==> src/design/nhisp_pkg.sv <==
package nhisp_pkg;

  // Fixed upper five bits of the 7-bit slave address
  localparam logic [4:0] NHISP_ADDR_HEADER = 5'h0a;
  // Bits in one byte, counted on the serial clock
  localparam logic [3:0] NHISP_BYTE_BITS = 4'h8;
  // Data path and buffer shape
  localparam int NHISP_DATA_W = 8;
  localparam int NHISP_FIFO_DEPTH = 4;
  // Supported serial clock rates, in Hz, and the sampling clock
  localparam int NHISP_SCL_STD_HZ = 100000;
  localparam int NHISP_SCL_FAST_HZ = 400000;
  localparam int NHISP_SCL_HS_HZ = 3400000;
  localparam int NHISP_CLK_HZ = 50000000;
  // Shortest serial clock half period in system cycles, rounded down
  localparam int NHISP_HS_HALF_CYC = NHISP_CLK_HZ / (2 * NHISP_SCL_HS_HZ);

  // One received byte with a marker for the first byte after the address
  typedef struct packed {
    logic first;
    logic [NHISP_DATA_W-1:0] data;
  } nhisp_rx_s;

  localparam int NHISP_RX_W = $bits(nhisp_rx_s);

  // Transfer states, one-hot
  typedef enum logic [8:0] {
    ST_IDLE     = 9'h001,
    ST_ADDR     = 9'h002,
    ST_ADDR_ACK = 9'h004,
    ST_WR_DATA  = 9'h008,
    ST_WR_HOLD  = 9'h010,
    ST_WR_ACK   = 9'h020,
    ST_RD_LOAD  = 9'h040,
    ST_RD_DATA  = 9'h080,
    ST_RD_ACK   = 9'h100
  } nhisp_state_e;

endpackage

==> src/design/nhisp_fifo.sv <==
`timescale 1ns/1ps
module nhisp_fifo #(
  parameter int WIDTH = 9,
  parameter int DEPTH = 4
) (
  // Clock and reset
  input wire logic CLK,
  input wire logic RSTN,
  // Filling side
  input wire logic in_valid,
  output logic in_ready,
  input wire logic [WIDTH-1:0] in_data,
  // Draining side
  output logic out_valid,
  input wire logic out_ready,
  output logic [WIDTH-1:0] out_data
);
  localparam int AW = $clog2(DEPTH);

  logic [WIDTH-1:0] mem [DEPTH];
  logic [AW-1:0] wr_ptr;
  logic [AW-1:0] rd_ptr;
  logic [AW:0] count;

  wire push = in_valid & in_ready;
  wire pop = out_valid & out_ready;
  wire [AW:0] depth_w = (AW+1)'(DEPTH);

  // Honest flags straight from the occupancy count
  assign in_ready = (count != depth_w);
  assign out_valid = (count != '0);
  assign out_data = mem[rd_ptr];

  // Storage has no reset; only pointers and the count carry control state
  always_ff @(posedge CLK) begin
    if (push) begin
      mem[wr_ptr] <= in_data;
    end
  end

  // Pointers wrap on a power-of-two depth
  always_ff @(posedge CLK or negedge RSTN) begin
    if (!RSTN) begin
      wr_ptr <= '0;
      rd_ptr <= '0;
      count <= '0;
    end else begin
      if (push) wr_ptr <= wr_ptr + 1'b1;
      if (pop) rd_ptr <= rd_ptr + 1'b1;
      if (push && !pop) count <= count + 1'b1;
      else if (pop && !push) count <= count - 1'b1;
    end
  end

endmodule // nhisp_fifo

==> src/design/nhisp_slave.sv <==
`timescale 1ns/1ps
// Functional notes
// - Slave only, bit rates up to 3.4 MBaud
// - Standard, fast and high-speed clock rates
// - Own address wakes port, others never
// - Notification line with programmable active level
// - Hold clock low to stall transfers
// - No general call, 10-bit, fast-plus
// - Own shift register, timing, address match
// - Address 01010 plus two straps, then R/W
// - Pins work only when bus selected
// - Wake moves standby device to active
module nhisp_slave
  import nhisp_pkg::*;
(
  // System
  input wire logic CLK,
  input wire logic RSTN,
  // Serial bus pins, split into input, output and enable
  input wire logic SERIAL_CLOCK_PIN_I,
  output logic SERIAL_CLOCK_PIN_O,
  output logic SERIAL_CLOCK_PIN_OE,
  input wire logic SERIAL_DATA_PIN_I,
  output logic SERIAL_DATA_PIN_O,
  output logic SERIAL_DATA_PIN_OE,
  // Address straps and bus selection
  input wire logic ADDR_STRAP_BIT0,
  input wire logic ADDR_STRAP_BIT1,
  input wire logic BUS_SELECT,
  // Notification line to the host
  input wire logic NOTIFY_ACTIVE_HIGH,
  output logic NOTIFY_PIN,
  // Power state
  input wire logic STANDBY_REQ,
  output logic WAKE,
  output logic ACTIVE,
  // Received bytes toward the device core
  output logic RX_VALID,
  input wire logic RX_READY,
  output logic RX_FIRST,
  output logic [NHISP_DATA_W-1:0] RX_DATA,
  // Bytes for the host to read
  input wire logic TX_VALID,
  output logic TX_READY,
  input wire logic [NHISP_DATA_W-1:0] TX_DATA
);

  logic [2:0] scl_s;
  logic [2:0] sda_s;
  logic scl_f;
  logic sda_f;
  logic scl_p;
  logic sda_p;
  logic [1:0] strap;
  logic strap_done;
  nhisp_state_e state;
  logic [3:0] cnt;
  logic [7:0] shreg;
  logic rw;
  logic first;
  logic more;
  logic scl_hold;
  logic sda_low;
  logic tx_rdy;
  logic wake;
  logic active;
  logic notify;
  logic rx_out_valid;
  nhisp_rx_s rx_in;
  nhisp_rx_s rx_out;
  logic rx_in_ready;

  // Line events from the filtered levels
  wire scl_rise = scl_f & ~scl_p;
  wire scl_fall = ~scl_f & scl_p;
  wire bus_start = scl_f & scl_p & sda_p & ~sda_f;
  wire bus_stop = scl_f & scl_p & ~sda_p & sda_f;
  wire byte_done = (cnt == NHISP_BYTE_BITS);
  // Seven-bit compare only; general call and 10-bit headers never match
  wire addr_hit = (shreg[7:1] == {NHISP_ADDR_HEADER, strap});
  // Gated like the engine, so a wake never leaves without its acknowledge
  wire addr_take = BUS_SELECT && strap_done && (state == ST_ADDR) && scl_fall && byte_done && addr_hit;
  wire rx_push = (state == ST_WR_HOLD) && rx_in_ready;
  wire tx_take = tx_rdy & TX_VALID;

  assign rx_in.first = first;
  assign rx_in.data = shreg;

  // Three-stage sampling; a level moves only when stages two and three agree.
  // With a 50 MHz clock the 3.4 MHz half period still spans several samples.
  always_ff @(posedge CLK or negedge RSTN) begin
    if (!RSTN) begin
      scl_s <= 3'h7;
      sda_s <= 3'h7;
      scl_f <= 1'b1;
      sda_f <= 1'b1;
      scl_p <= 1'b1;
      sda_p <= 1'b1;
    end else begin
      scl_s <= {scl_s[1:0], SERIAL_CLOCK_PIN_I};
      sda_s <= {sda_s[1:0], SERIAL_DATA_PIN_I};
      if (scl_s[1] == scl_s[2]) scl_f <= scl_s[2];
      if (sda_s[1] == sda_s[2]) sda_f <= sda_s[2];
      scl_p <= scl_f;
      sda_p <= sda_f;
    end
  end

  // Straps are static; caught once on the first edge after reset release
  always_ff @(posedge CLK or negedge RSTN) begin
    if (!RSTN) begin
      strap <= 2'h0;
      strap_done <= 1'b0;
    end else if (!strap_done) begin
      strap <= {ADDR_STRAP_BIT1, ADDR_STRAP_BIT0};
      strap_done <= 1'b1;
    end
  end

  // Byte engine: shift on rising clock, change data after falling clock
  always_ff @(posedge CLK or negedge RSTN) begin
    if (!RSTN) begin
      state <= ST_IDLE;
      cnt <= 4'h0;
      shreg <= 8'h00;
      rw <= 1'b0;
      first <= 1'b0;
      more <= 1'b0;
      scl_hold <= 1'b0;
      sda_low <= 1'b0;
      tx_rdy <= 1'b0;
    end else if (!BUS_SELECT || !strap_done || bus_stop) begin
      state <= ST_IDLE;
      scl_hold <= 1'b0;
      sda_low <= 1'b0;
      tx_rdy <= 1'b0;
    end else if (bus_start) begin
      // Repeated start also lands here, which covers high-speed entry
      state <= ST_ADDR;
      cnt <= 4'h0;
      first <= 1'b1;
      scl_hold <= 1'b0;
      sda_low <= 1'b0;
      tx_rdy <= 1'b0;
    end else begin
      unique case (state)
        ST_IDLE: begin
        end
        ST_ADDR: begin
          if (scl_rise) begin
            shreg <= {shreg[6:0], sda_f};
            cnt <= cnt + 4'h1;
          end else if (scl_fall && byte_done) begin
            if (addr_hit) begin
              sda_low <= 1'b1;
              rw <= shreg[0];
              state <= ST_ADDR_ACK;
            end else begin
              state <= ST_IDLE;
            end
          end
        end
        ST_ADDR_ACK: begin
          if (scl_fall) begin
            sda_low <= 1'b0;
            cnt <= 4'h0;
            if (rw) begin
              state <= ST_RD_LOAD;
              scl_hold <= 1'b1;
              tx_rdy <= 1'b1;
            end else begin
              state <= ST_WR_DATA;
            end
          end
        end
        ST_WR_DATA: begin
          if (scl_rise) begin
            shreg <= {shreg[6:0], sda_f};
            cnt <= cnt + 4'h1;
          end else if (scl_fall && byte_done) begin
            state <= ST_WR_HOLD;
            scl_hold <= 1'b1;
          end
        end
        ST_WR_HOLD: begin
          // Clock stays low until the buffer takes the byte
          if (rx_in_ready) begin
            sda_low <= 1'b1;
            state <= ST_WR_ACK;
          end
        end
        ST_WR_ACK: begin
          // Clock freed a cycle after the acknowledge, so data settles while low
          scl_hold <= 1'b0;
          if (scl_fall) begin
            sda_low <= 1'b0;
            first <= 1'b0;
            cnt <= 4'h0;
            state <= ST_WR_DATA;
          end
        end
        ST_RD_LOAD: begin
          if (tx_take) begin
            shreg <= TX_DATA;
            sda_low <= ~TX_DATA[7];
            tx_rdy <= 1'b0;
            cnt <= 4'h0;
            state <= ST_RD_DATA;
          end
        end
        ST_RD_DATA: begin
          // First bit is driven while still stretching; release one cycle later
          scl_hold <= 1'b0;
          if (scl_fall) begin
            if (cnt == NHISP_BYTE_BITS - 4'h1) begin
              sda_low <= 1'b0;
              state <= ST_RD_ACK;
            end else begin
              shreg <= {shreg[6:0], 1'b0};
              sda_low <= ~shreg[6];
              cnt <= cnt + 4'h1;
            end
          end
        end
        ST_RD_ACK: begin
          if (scl_rise) begin
            more <= ~sda_f;
          end else if (scl_fall) begin
            // A not-acknowledge ends reading until the next start
            if (more) begin
              state <= ST_RD_LOAD;
              scl_hold <= 1'b1;
              tx_rdy <= 1'b1;
            end else begin
              state <= ST_IDLE;
            end
          end
        end
      endcase
    end
  end

  // Wake pulse and power state; a wake beats a standby request
  always_ff @(posedge CLK or negedge RSTN) begin
    if (!RSTN) begin
      wake <= 1'b0;
      active <= 1'b1;
    end else begin
      wake <= addr_take;
      if (addr_take) active <= 1'b1;
      else if (STANDBY_REQ) active <= 1'b0;
    end
  end

  // Notify the host of waiting read data at the programmed level while selected; deselected holds the pin low
  always_ff @(posedge CLK or negedge RSTN) begin
    if (!RSTN) begin
      notify <= 1'b0;
    end else begin
      notify <= BUS_SELECT & (TX_VALID ^ ~NOTIFY_ACTIVE_HIGH);
    end
  end

  // Receive buffer; a full buffer stretches the clock through rx_in_ready
  nhisp_fifo #(
    .WIDTH(NHISP_RX_W),
    .DEPTH(NHISP_FIFO_DEPTH)
  ) u_rx_fifo (
    .CLK(CLK),
    .RSTN(RSTN),
    .in_valid(rx_push),
    .in_ready(rx_in_ready),
    .in_data(rx_in),
    .out_valid(rx_out_valid),
    .out_ready(RX_READY),
    .out_data(rx_out)
  );

  // Open-drain: the output level is always low, only enables move
  assign SERIAL_CLOCK_PIN_O = 1'b0;
  assign SERIAL_DATA_PIN_O = 1'b0;
  assign SERIAL_CLOCK_PIN_OE = scl_hold;
  assign SERIAL_DATA_PIN_OE = sda_low;
  assign NOTIFY_PIN = notify;
  assign WAKE = wake;
  assign ACTIVE = active;
  assign TX_READY = tx_rdy;
  assign RX_VALID = rx_out_valid;
  assign RX_FIRST = rx_out.first;
  assign RX_DATA = rx_out.data;

endmodule // nhisp_slave

==> config.mk <==
export PLATFORM = sky130hd
export DESIGN_NAME = nhisp_slave
export DESIGN_NICKNAME = d
export VERILOG_FILES = /design/src/design/nhisp_pkg.sv /design/src/design/nhisp_fifo.sv /design/src/design/nhisp_slave.sv
export SDC_FILE = /design/constraint.sdc
export NUM_CORES = 1
export LEC_CHECK = 0
export BUFFER_PORTS_ARGS = -buffer_cell sky130_fd_sc_hd__buf_2
export CAP_MARGIN = 20
export CORE_MARGIN = 4
export CORE_UTILIZATION = 59
export CTS_CLUSTER_DIAMETER = 100
export DETAILED_ROUTE_END_ITERATION = 7
export PLACE_DENSITY = 0.88
export SLEW_MARGIN = 20
export SYNTH_ARGS = -nofsm -noshare
export SYNTH_HDL_FRONTEND = slang
export SYNTH_HIERARCHICAL = 1
export SYNTH_SLANG_ARGS = --single-unit
==> constraint.sdc <==
create_clock -name CLK -period 2.9 [get_ports CLK]
set_input_delay 0.29 -clock CLK [delete_from_list [all_inputs] [get_ports CLK]]
set_output_delay 0.29 -clock CLK [all_outputs]
set_load 0.03 [all_outputs]
==> flow_summary_export.csv <==
group,metric,value,unit
run_status,outcome,"finished clean",
global_route,grt_max_degree,51,
floorplanning,design.core.area,6830,um2
global_route,antenna_found_initial,0,
floorplanning,io_pins,37,
timing,fin_tns_setup,0,ns
synthesis,syn-mean-instance-area,12.8,um2
timing,setup_viol,0,
detailed_routing,drc,0,
synthesis,synth_seq_cells,86,
power,switching_share,0.253,
layout,design_area,4670,um2
power,p_total,2.25,mW
clock_tree,cts_root_buf,"clkbuf_8",
min_path,hold_class,"input port to register",
place,dp_hpwl,6530,um
layout,nets,401,
timing,maxSlewHeadroom,0.567,
timing,setup_ws,0.275,ns
synthesis,synthMostInstantiatedCell,"dfrtp_1",
global_route,grt_pass1_wl,14900,um
power,seqPwrFrac,0.595,
detailed_routing,routed_wl,8880,um
synthesis,seq_area_frac_synth,0.563,
power,switchingPower,0.570,mW
synthesis,synth-async-reset-ratio,0.581,
synthesis,synth_edf_count,36,
timing,fin_crit,2.62,ns
layout,area_growth,11.8,%
global_route,grt_use_total,0.229,
clock_tree,h-tree-depth,3,
timing,fin_skew,0.0107,ns
place,dp_worst_setup_slack,0.288,ns
floorplanning,fp.dieH,92.1,um
synthesis,synth_area_leaders,"edfxtp_1 26%, dfrtp_1 23%, dfstp_2 7.6%",
timing,rsz0062_at_grt,"no",
detailed_routing,drt-wirelength-per-cell,18.7,um
clock_tree,cts_tree,"built",
power,clockPowerShare,0.339,
synthesis,synth_area,4170,um2
critical_path,criticalPathCategory,"register to register",
clock_tree,cts_buffer_depth,2,
synthesis,yosysTopAreaCell,"edfxtp_1",
power,p_leak,1.81,nW
global_route,first_global_vias,2881,
synthesis,yosysTopAreaCellShare,0.259,
synthesis,netlist-cell-type-count,71,
detailed_routing,drt-pass1-iter-count,5,
clock_tree,cts_buffers,9,
clock_tree,post-cts-setup-buffers,0,
floorplanning,dieArea,8480,um2
synthesis,synth_common_cells,"38 x dfrtp_1, 36 x edfxtp_1, 22 x o21ai_0, 20 x nand2_1, 14 x nor2_1",
power,combinationalPowerShare,0.066,
layout,drive_above_1_share,0.272,
place,gp_congestion,0.852,
layout,post-route-util,0.683,
power,p_per_area,483,nW/um2
floorplanning,start_util,0.611,
clock_tree,clkTransAtPathRegs,0.09,ns
critical_path,critPathArrivalTime,2.90,ns
critical_path,cp_top_family,"simple AND/OR/NAND/NOR gates",
detailed_routing,avgViaCountPerCell,5.96,
layout,insertedDiodeCount,0,
critical_path,critPathMaxStageDelay,0.47,ns
critical_path,cp.required,3.17,ns
critical_path,cp.buffers_inverters,1,
power,peakVddDrop,284,uV
timing,fmax,381,MHz
synthesis,synthFlopType,"dfrtp_1",
floorplanning,row_count,30,
timing,fin_hold_ws,0.0273,ns
detailed_routing,ant_nets,0,
synthesis,yosysWarnings,6,
detailed_routing,dr_total_vias,2829,
floorplanning,die_w,92.1,um
place,dpl-instance-area,4480,um2
critical_path,end_kind,"register",
global_route,grt_overflow,0,
critical_path,worstPathCellList,"nor3_1 -> and2_0 -> and3_1 -> a21boi_4 -> ha_1 -> inv_1 -> fa_1 -> xor2_1 -> nor2_1 -> xor2_1",
timing,fin_crit_sh,0.905,
critical_path,slowest_stage,"dfrtp_1",
critical_path,cpMostUsedCell,"xor2_1",
timing,tightest_slew,0.649,ns
clock_tree,insertion_delay,0.36,ns
detailed_routing,dr.first_iter.drc_count,169,
place,dp_cells,458,
synthesis,netlist_instances,327,
power,p_int,1.68,mW
layout,final_cells,475,
timing,slew_viol_final,0,
place,port_buffers,34,
critical_path,crit_fanout,9,
layout,nFillCells,516,
clock_tree,cts_sinks,86,
flow_run,max_cap_violations,0,
critical_path,cp-start-kind,"register",
timing,hold_violations,0,
clock_tree,cts_resized,0,
## sequential cells by signal (all words and copies together) (netlist names), 2 cells and up
register          flops
sda_s                 3
shreg                 8
u_rx_fifo/rd_ptr      2
scl_s                 3
strap                 2
u_rx_fifo/count       3
cnt                   4
u_rx_fifo/mem        36
u_rx_fifo/wr_ptr      2
state                 9
## power groups by stage
stage,Sequential [mW],Combinational [mW],Clock [mW]
3_3_place_gp,1.36,0.140,0
3_5_place_dp,1.36,0.147,0
2_1_floorplan,1.36,0.0809,0
4_1_cts,1.34,0.148,0.776
6_report,1.34,0.149,0.764
5_1_grt,1.35,0.168,0.839
## layout by cell type, fill, tap and decap left out, drive strengths merged, types with 5 or more instances in the layout
cell type	synthesis	final
and3	5	5
dfstp	12	12
nand2	21	21
o31ai	7	7
mux2	12	12
xnor2	8	8
nand2b	6	6
mux4	9	9
ha	7	7
o21ai	24	24
and2	8	8
inv	10	12
dfrtp	38	38
nor3	11	11
clkbuf	2	10
nor2	16	16
nand3	6	6
mux2i	7	7
buf	11	47
xor2	7	7
a21oi	7	7
edfxtp	36	36
## kinds of logic after synthesis
kind of cell | after synthesis | synth area share
adders and majority gates | 10 | 0.0306
DFF | 86 | 0.563
xor gates and xnor gates | 15 | 0.0315
muxes | 28 | 0.0987
other | 2 | 0.00180
AOI/OAI and AO/OA | 64 | 0.105
and+or+nand+nor | 99 | 0.141
buffers and inverters | 23 | 0.0288
## what timing repair did
| action | 4_1_cts | 5_1_grt |
|---|---|---|
| hold buffers | 0 | 1 |
| setup endpoints to repair | 0 | 0 |
| hold endpoints to repair | 0 | 32 |
## cell type report
type,count,area [um2],area share
sequential,86,2350,0.503
inverter,10,37.5,0.00805
tap,96,120,0.0257
multi-input combinational,219,1710,0.366
timing repair buffer,48,280,0.0601
clock inverter,6,45.0,0.00965
clock buffer,10,128,0.0274
## worst paths after layout
| path | start | endpoint | slack [ns] | cells past startpoint |
|---|---|---|---|---|
| worst max-delay path | state[3] | u_rx_fifo/count[2] | 0.28 | 10 |
| worst min-delay path | SERIAL_DATA_PIN_I | sda_s[0] | 0.03 | 1 |
| worst max register to register | state[3] | u_rx_fifo/count[2] | 0.28 | 10 |
| worst min register to register | sda_s[0] | sda_s[1] | 0.36 | 0 |
| max in group asynchronous | RSTN | shreg[6] | 1.98 | 2 |
| min in group asynchronous | RSTN | state[8] | 0.48 | 2 |
## per-layer routing
layer,global-route usage,vias up,part of all wire
met5,0,-,0
met4,0.0990,0,0.026
met3,0.0345,17,0.050
met2,0.385,78,0.52
met1,0.297,1417,0.40
li1,-,1317,-
## worst reg2reg max path, cell delays in order, from the launching register on
cell and delay [ns]:
dfrtp_1 0.47, nor3_1 0.30, and2_0 0.20, and3_1 0.17
a21boi_4 0.25, ha_1 0.22, inv_1 0.07, fa_1 0.43
xor2_1 0.15, nor2_1 0.12, xor2_1 0.17
(Power assumes the default switching activity.)
